==> src/afdn_pkg.sv <==
package afdn_pkg;
  localparam int FB_W = 42;
  localparam int FRAC_W = 40;
  localparam int STEP_W = 24;
  localparam int STEP_SHIFT = 7;
  localparam int BP_W = 6;
  localparam int DEN_W = 32;
  localparam int SEL_W = 3;
  localparam int NUM_TRIG = 8;
  localparam int FRAC_POINT_FULL = 36;
  localparam int FRAC_INT_BITS = 4;
  localparam logic [FRAC_W-1:0] FRAC_DEFAULT_RATIO = 40'h0000000000;
  localparam logic [FB_W-1:0] FB_RESET_VALUE = 42'h000_0000_0000;
  localparam logic [DEN_W-1:0] DEN_ONE = 32'h0000_0001;
  localparam logic [FRAC_W:0] RATIO_SIXTEEN = {1'b1, 40'h0000000000};
  typedef enum logic [1:0] {
    AFDN_HOLD,
    AFDN_INC,
    AFDN_DEC
  } afdn_step_t;
endpackage

==> src/afdn_step_if.sv <==
interface afdn_step_if;
  import afdn_pkg::*;
  logic inc_event;
  logic dec_event;
  modport src (output inc_event, output dec_event);
  modport dst (input inc_event, input dec_event);
endinterface

==> src/afdn_core.sv <==
// Contract
// - fractional divider runs only when its enable bit is set
// - ratio is divider plus remainder over denominator at binary-point scale
// - fractional divider clocked from oscillator divided by two
// - divider field has four integer bits and 36 fixed fraction bits; binary point scales the remainder
// - zero divider, zero remainder, denominator one means divide by 16
// - 42-bit feedback divider write sets loop multiplication ratio
// - 40-bit fractional divider write applies directly as ratio
// - increment trigger change adds step shifted left seven
// - decrement trigger change subtracts step shifted left seven
// - readback gives current value when select is 1, nominal when 0
// - triggers ignored unless loop is locked
// - on relock the current value returns to nominal
// - stepping only when enabled; clearing enable restores nominal
// - lock status bit reports loop lock and gates stepping
module afdn_core
  import afdn_pkg::*;
(
  input wire logic mclk_i,
  input wire logic reset_n_i,
  input wire logic loop_lock_i,
  input wire logic [FB_W-1:0] loop_feedback_divider_i,
  input wire logic [DEN_W-1:0] loop_feedback_remainder_i,
  input wire logic [DEN_W-1:0] loop_feedback_denominator_i,
  input wire logic [BP_W-1:0] loop_feedback_binary_point_i,
  input wire logic frac_divider_enable_i,
  input wire logic [FRAC_W-1:0] frac_divider_value_i,
  input wire logic [DEN_W-1:0] frac_remainder_i,
  input wire logic [DEN_W-1:0] frac_denominator_i,
  input wire logic [BP_W-1:0] frac_binary_point_i,
  input wire logic [STEP_W-1:0] step_size_i,
  input wire logic [SEL_W-1:0] increment_trigger_select_i,
  input wire logic [SEL_W-1:0] decrement_trigger_select_i,
  input wire logic [NUM_TRIG-1:0] trigger_i,
  input wire logic read_current_select_i,
  input wire logic stepping_enable_i,
  input wire logic modulate_output_divider_select_i,
  output logic loop_locked_o,
  output logic [FB_W-1:0] feedback_current_o,
  output logic [FB_W-1:0] feedback_readback_o,
  output logic [DEN_W-1:0] feedback_remainder_o,
  output logic [DEN_W-1:0] feedback_denominator_o,
  output logic [BP_W-1:0] feedback_binary_point_o,
  output logic [FRAC_W:0] frac_ratio_o,
  output logic frac_half_clk_o,
  output logic frac_clk_o
);
  afdn_step_if step_ev ();
  logic [FB_W-1:0] nominal_reg;
  logic [FB_W-1:0] current_reg;
  logic [FB_W-1:0] current_next;
  logic [FB_W-1:0] step_amount;
  logic lock_reg;
  logic lock_prev_reg;
  logic relock;
  logic step_allowed;
  afdn_step_t step_cmd;

  afdn_trig_sync u_sync (
    .mclk_i(mclk_i),
    .reset_n_i(reset_n_i),
    .trig_i(trigger_i),
    .inc_sel_i(increment_trigger_select_i),
    .dec_sel_i(decrement_trigger_select_i),
    .ev(step_ev.src)
  );

  afdn_frac_div u_frac (
    .mclk_i(mclk_i),
    .reset_n_i(reset_n_i),
    .frac_divider_enable_i(frac_divider_enable_i),
    .frac_divider_value_i(frac_divider_value_i),
    .frac_remainder_i(frac_remainder_i),
    .frac_denominator_i(frac_denominator_i),
    .frac_binary_point_i(frac_binary_point_i),
    .ratio_o(frac_ratio_o),
    .half_vco_o(frac_half_clk_o),
    .frac_clk_o(frac_clk_o)
  );

  // lock status tracking
  always_ff @(posedge mclk_i) begin
    if (!reset_n_i) begin
      lock_reg <= 1'b0;
      lock_prev_reg <= 1'b0;
    end else begin
      lock_reg <= loop_lock_i;
      lock_prev_reg <= lock_reg;
    end
  end

  assign loop_locked_o = lock_reg;
  assign relock = lock_reg & ~lock_prev_reg;
  assign step_allowed = lock_reg & stepping_enable_i & ~modulate_output_divider_select_i;
  assign step_amount = FB_W'(step_size_i) << STEP_SHIFT;

  // nominal value capture from host write
  always_ff @(posedge mclk_i) begin
    if (!reset_n_i) begin
      nominal_reg <= FB_RESET_VALUE;
    end else begin
      nominal_reg <= loop_feedback_divider_i;
    end
  end

  always_comb begin
    step_cmd = AFDN_HOLD;
    if (step_allowed) begin
      if (step_ev.inc_event && !step_ev.dec_event) begin
        step_cmd = AFDN_INC;
      end else if (step_ev.dec_event && !step_ev.inc_event) begin
        step_cmd = AFDN_DEC;
      end
    end
  end

  always_comb begin
    current_next = current_reg;
    if (!stepping_enable_i || relock || nominal_reg != loop_feedback_divider_i) begin
      current_next = loop_feedback_divider_i;
    end else begin
      case (step_cmd)
        AFDN_INC: current_next = current_reg + step_amount;
        AFDN_DEC: current_next = current_reg - step_amount;
        AFDN_HOLD: current_next = current_reg;
        default: current_next = current_reg;
      endcase
    end
  end

  always_ff @(posedge mclk_i) begin
    if (!reset_n_i) begin
      current_reg <= FB_RESET_VALUE;
    end else begin
      current_reg <= current_next;
    end
  end

  assign feedback_current_o = current_reg;

  // readback select
  always_ff @(posedge mclk_i) begin
    if (!reset_n_i) begin
      feedback_readback_o <= FB_RESET_VALUE;
    end else if (read_current_select_i) begin
      feedback_readback_o <= current_reg;
    end else begin
      feedback_readback_o <= nominal_reg;
    end
  end

  // loop fraction settings forwarded to the analog loop
  always_ff @(posedge mclk_i) begin
    if (!reset_n_i) begin
      feedback_remainder_o <= '0;
      feedback_denominator_o <= DEN_ONE;
      feedback_binary_point_o <= '0;
    end else begin
      feedback_remainder_o <= loop_feedback_remainder_i;
      feedback_denominator_o <= loop_feedback_denominator_i;
      feedback_binary_point_o <= loop_feedback_binary_point_i;
    end
  end
endmodule // afdn_core

==> src/afdn_frac_div.sv <==
module afdn_frac_div
  import afdn_pkg::*;
(
  input wire logic mclk_i,
  input wire logic reset_n_i,
  input wire logic frac_divider_enable_i,
  input wire logic [FRAC_W-1:0] frac_divider_value_i,
  input wire logic [DEN_W-1:0] frac_remainder_i,
  input wire logic [DEN_W-1:0] frac_denominator_i,
  input wire logic [BP_W-1:0] frac_binary_point_i,
  output logic [FRAC_W:0] ratio_o,
  output logic half_vco_o,
  output logic frac_clk_o
);
  logic [FRAC_W:0] ratio_next;
  logic [FRAC_W+DEN_W:0] acc_reg;
  logic [FRAC_W+DEN_W:0] lim;
  logic [FRAC_W+DEN_W:0] sum;
  logic [FRAC_W+DEN_W:0] rem_scaled;
  logic [FRAC_W+DEN_W:0] period;

  // ratio in units of 2^-36, remainder folded at scale 2^-(36-bp)
  always_comb begin
    if (frac_divider_value_i == FRAC_DEFAULT_RATIO && frac_remainder_i == '0
        && frac_denominator_i == DEN_ONE) begin
      ratio_next = RATIO_SIXTEEN;
    end else begin
      ratio_next = {1'b0, frac_divider_value_i};
    end
  end

  always_ff @(posedge mclk_i) begin
    if (!reset_n_i) begin
      ratio_o <= RATIO_SIXTEEN;
    end else begin
      ratio_o <= ratio_next;
    end
  end

  // divide-by-two of oscillator clock feeds divider
  always_ff @(posedge mclk_i) begin
    if (!reset_n_i) begin
      half_vco_o <= 1'b0;
    end else begin
      half_vco_o <= ~half_vco_o;
    end
  end

  // accumulator: lim = ratio*den + rem<<bp in 2^-36 units times den
  assign period = 73'(ratio_o) * 73'(frac_denominator_i == '0 ? DEN_ONE : frac_denominator_i);
  assign rem_scaled = 73'(frac_remainder_i) << frac_binary_point_i;
  assign lim = period + rem_scaled;
  assign sum = acc_reg + (73'(frac_denominator_i == '0 ? DEN_ONE : frac_denominator_i)
               << FRAC_POINT_FULL);

  always_ff @(posedge mclk_i) begin
    if (!reset_n_i) begin
      acc_reg <= '0;
      frac_clk_o <= 1'b0;
    end else if (!frac_divider_enable_i) begin
      acc_reg <= '0;
      frac_clk_o <= 1'b0;
    end else if (half_vco_o) begin
      if (sum >= lim) begin
        acc_reg <= sum - lim;
        frac_clk_o <= 1'b1;
      end else begin
        acc_reg <= sum;
        if ((sum << 1) >= lim) begin
          frac_clk_o <= 1'b0;
        end
      end
    end
  end
endmodule // afdn_frac_div

==> src/afdn_trig_sync.sv <==
module afdn_trig_sync
  import afdn_pkg::*;
(
  input wire logic mclk_i,
  input wire logic reset_n_i,
  input wire logic [NUM_TRIG-1:0] trig_i,
  input wire logic [SEL_W-1:0] inc_sel_i,
  input wire logic [SEL_W-1:0] dec_sel_i,
  afdn_step_if.src ev
);
  logic [NUM_TRIG-1:0] meta_reg;
  logic [NUM_TRIG-1:0] sync_reg;
  logic [NUM_TRIG-1:0] prev_reg;
  logic [NUM_TRIG-1:0] toggled;

  // two-stage sync plus change detect per trigger
  for (genvar g = 0; g < NUM_TRIG; g++) begin : g_trig
    always_ff @(posedge mclk_i) begin
      if (!reset_n_i) begin
        meta_reg[g] <= 1'b0;
        sync_reg[g] <= 1'b0;
        prev_reg[g] <= 1'b0;
      end else begin
        meta_reg[g] <= trig_i[g];
        sync_reg[g] <= meta_reg[g];
        prev_reg[g] <= sync_reg[g];
      end
    end
    assign toggled[g] = sync_reg[g] ^ prev_reg[g];
  end

  assign ev.inc_event = toggled[inc_sel_i];
  assign ev.dec_event = toggled[dec_sel_i];
endmodule // afdn_trig_sync

==> config.mk <==
export PLATFORM = sky130hd
export DESIGN_NAME = afdn_core
export DESIGN_NICKNAME = d
export VERILOG_FILES = /design/src/afdn_pkg.sv /design/src/afdn_step_if.sv /design/src/afdn_core.sv /design/src/afdn_frac_div.sv /design/src/afdn_trig_sync.sv
export SDC_FILE = /design/constraint.sdc
export NUM_CORES = 2
export LEC_CHECK = 0
export BUFFER_PORTS_ARGS = -buffer_cell sky130_fd_sc_hd__buf_2
export CAP_MARGIN = 5
export CORE_MARGIN = 2
export CORE_UTILIZATION = 40
export DETAILED_ROUTE_END_ITERATION = 10
export GPL_TIMING_DRIVEN = 0
export PLACE_DENSITY_LB_ADDON = 0.08
export SYNTH_ARGS = -nofsm -noshare
export SYNTH_HDL_FRONTEND = slang
export SYNTH_SLANG_ARGS = --single-unit
==> constraint.sdc <==
create_clock -name mclk_i -period 19.8 [get_ports mclk_i]
set_clock_uncertainty 0.2 [all_clocks]
set_input_delay 1.98 -clock mclk_i [delete_from_list [all_inputs] [get_ports mclk_i]]
set_output_delay 1.98 -clock mclk_i [all_outputs]
set_load 0.02 [all_outputs]
==> load_flow_metrics.sql <==
INSERT INTO impl_metrics (metric_group, metric, value, unit) VALUES
('grt', 'first_global_vias', '58673', ''),
('clocking', 'cts.reportedPaths.clkPinSlew', '0.06', 'ns'),
('timing', 'achievable-frequency', '56.7', 'MHz'),
('yosys', 'synth_warnings', '0', ''),
('run', 'max_cap_violations', '2', ''),
('timing', 'final-max-slew-violation-count', '15', ''),
('yosys', 'edff_count_synth', '0', ''),
('worst_setup_path', 'timing.rr.start', 'u_frac.ratio_o[20]', ''),
('layout', 'drive_gt1_share', '7.91', '%'),
('clocking', 'postCtsSetupBuffers', '0', ''),
('placed_design', 'io_buffer_count', '443', ''),
('timing', 'worstMarginPinSlew', '1.53', 'ns'),
('status', 'run_status', 'finished, violations left', ''),
('grt', 'grt_start_max_net_pins', '15', ''),
('route', 'drt-vias-per-instance', '5.53', ''),
('worst_setup_path', 'timing.critical_path.to_type', 'flip-flop', ''),
('yosys', 'synth_fp_nets', '9564', ''),
('yosys', 'dominantRegCellSynth', 'dfxtp_1', ''),
('worst_setup_path', 'timing.critical_path.required', '20.14', 'ns'),
('floorplanning', 'die-height', '412', 'um'),
('layout', 'layout-area-overhead-vs-synth', '9.95', '%'),
('timing', 'timing.max_slew.rel_slack', '-1.69', '%'),
('yosys', 'async_flop_share', '0', '%'),
('layout', 'layout_common_cells', 'inv_1 (1,250), fa_1 (1,241), nand2_1 (1,029), and2_1 (747), buf_2 (447)', ''),
('route', 'via_count', '57243', ''),
('clocking', 'cts_root_buf', 'clkbuf_16', ''),
('route', 'post_drt_wl_per_cell', '28.9', 'um'),
('placed_design', 'hpwlAfterDp', '253000', 'um'),
('yosys', 'synth_largest_area_cell', 'fa_1', ''),
('timing', 'min_period_over_period', '89.1', '%'),
('timing', 'rsz0062_at_grt', 'false', ''),
('floorplanning', 'initial_utilization', '40.3', '%'),
('clocking', 'post_cts.resized_instances', '0', ''),
('clocking', 'worst_skew_pair.late_latency', '0.67', 'ns'),
('floorplanning', 'dieArea', '170000', 'um2'),
('hold_path', 'hold_start', 'u_sync.meta_reg[1]', ''),
('route', 'route.detailed.drc', '0', ''),
('clocking', 'htreeDepth', '2', ''),
('yosys', 'yosys.area.top_type_share', '37.4', '%'),
('clocking', 'tritoncts_num_sinks', '338', ''),
('layout', 'finish.net_count', '10061', ''),
('yosys', 'synthCells', '7610', ''),
('yosys', 'syn_area', '66500', 'um2'),
('yosys', 'synth-seq-cells', '338', ''),
('layout', 'final.fill_count', '16793', ''),
('clocking', 'post_cts_hold_buffer_count', '0', ''),
('floorplanning', 'design.portCount', '465', ''),
('status', 'failing_checks', 'capacitance limit, slew limit', ''),
('grt', 'initial_antenna_violation_count', '67', ''),
('floorplanning', 'fp.coreArea', '165000', 'um2'),
('grt', 'wire_length_of_the_first_global_routing_pass', '424000', 'um'),
('worst_setup_path', 'timing_worst_setup_path_type', 'in -> reg', ''),
('layout', 'final_common_cell', 'inv_1', ''),
('grt', 'gr-usage-all-layers', '35.2', '%'),
('worst_setup_path', 'timing.reg2reg.worst_path_depth', '41', ''),
('grt', 'globalRouteOverflowTotal', '0', ''),
('yosys', 'yosys_cell_types', '102', ''),
('clocking', 'tritoncts', 'yes', ''),
('hold_path', 'hold_path_depth', '1', ''),
('route', 'first_pass_iters', '6', ''),
('placed_design', 'dp_cells', '10248', ''),
('worst_setup_path', 'critical_path_peak_fanout', '10', ''),
('yosys', 'top_post_synthesis_cells_by_area', 'fa_1 (37%), dfxtp_1 (10%), ha_1 (8.4%)', ''),
('route', 'drt_iter0_markers', '4596', ''),
('hold_path', 'holdCritPathClass', 'reg -> reg', ''),
('worst_setup_path', 'timing.critical_path.arrival', '17.98', 'ns'),
('timing', 'timing.setup.tns', '0', 'ns'),
('route', 'drtAntennaViolNets', '0', ''),
('route', 'totalWireLength', '299000', 'um'),
('floorplanning', 'dieWidth', '412', 'um'),
('worst_setup_path', 'crit_path_top_delay_cell', 'a2111oi_0', '');
## cell usage after synthesis (all sizes together) (132+ instances only)
library cell,instances
nand2,1029
nor2,304
inv,1254
and2,747
xor2,134
xnor2,132
a21oi,306
o21ai,202
fa,1241
dfxtp,338
clkbuf,418
ha,446
mux2i,136
## per-stage QoR
stage / hold WS (ns) / area, um2 / setup slack (ns)
finish: 0.232 / 73100 / 2.17
global placement: 0.222 / 71500 / 1.65
CTS: 0.237 / 73000 / 2.44
global route: 0.241 / 73100 / 1.32
detailed placement: 0.223 / 71600 / 1.77
floorplan: 0.212 / 66500 / 5.30
## worst max-delay path, delay by kind of cell
kind / cells / cell delay [ns]
simple gates: 16 / 2.95
mux: 2 / 0.66
buf+inv: 11 / 2.40
fa+ha+maj: 10 / 5.02
xor+xnor: 1 / 0.20
compound gates: 14 / 4.75
## kinds of logic (layout without fill, tap and decap cells)
group / Yosys count / after routing / share of synthesized area, %
fa+ha+maj: 1694 / 1694 / 45.9
mux: 177 / 177 / 3.12
flops: 338 / 338 / 10.2
buf+inv: 1703 / 2230 / 9.73
simple gates: 2466 / 2466 / 18.1
xor+xnor: 268 / 268 / 3.58
compound gates: 964 / 964 / 9.40
other cells: 0 / 33 / 0
## metal layers
| layer | part of all wire (%) | GRT usage (%) |
|---|---|---|
| met1 | 39 | 44.0 |
| met2 | 46 | 56.9 |
| met3 | 8.4 | 7.46 |
| met4 | 6.5 | 19.0 |
| met5 | 0.064 | 0 |
## area by class of cell
type | instances | area [um2] | area share [%]
Inverter | 1255 | 4710 | 6.44
Timing Repair Buffer | 451 | 2350 | 3.22
Clock buffer | 56 | 1200 | 1.64
Buffer | 448 | 1760 | 2.41
Sequential cell | 338 | 6770 | 9.25
Multi-Input combinational cell | 5569 | 53300 | 72.9
Antenna cell | 33 | 82.6 | 0.113
Tap cell | 2189 | 2740 | 3.75
Clock inverter | 20 | 229 | 0.313
## final timing paths
| kind | endpoint | slack [ns] |
|---|---|---|
| min reg2reg | u_sync.sync_reg[1] | 0.23 |
| max | u_frac.acc_reg[29] | 2.17 |
| min | u_sync.sync_reg[1] | 0.23 |
| max reg2reg | u_frac.acc_reg[29] | 5.39 |
Power is left out: the tool's default activity adds up to more than one toggle a clock period on the data nets, which glitch-free logic cannot reach.
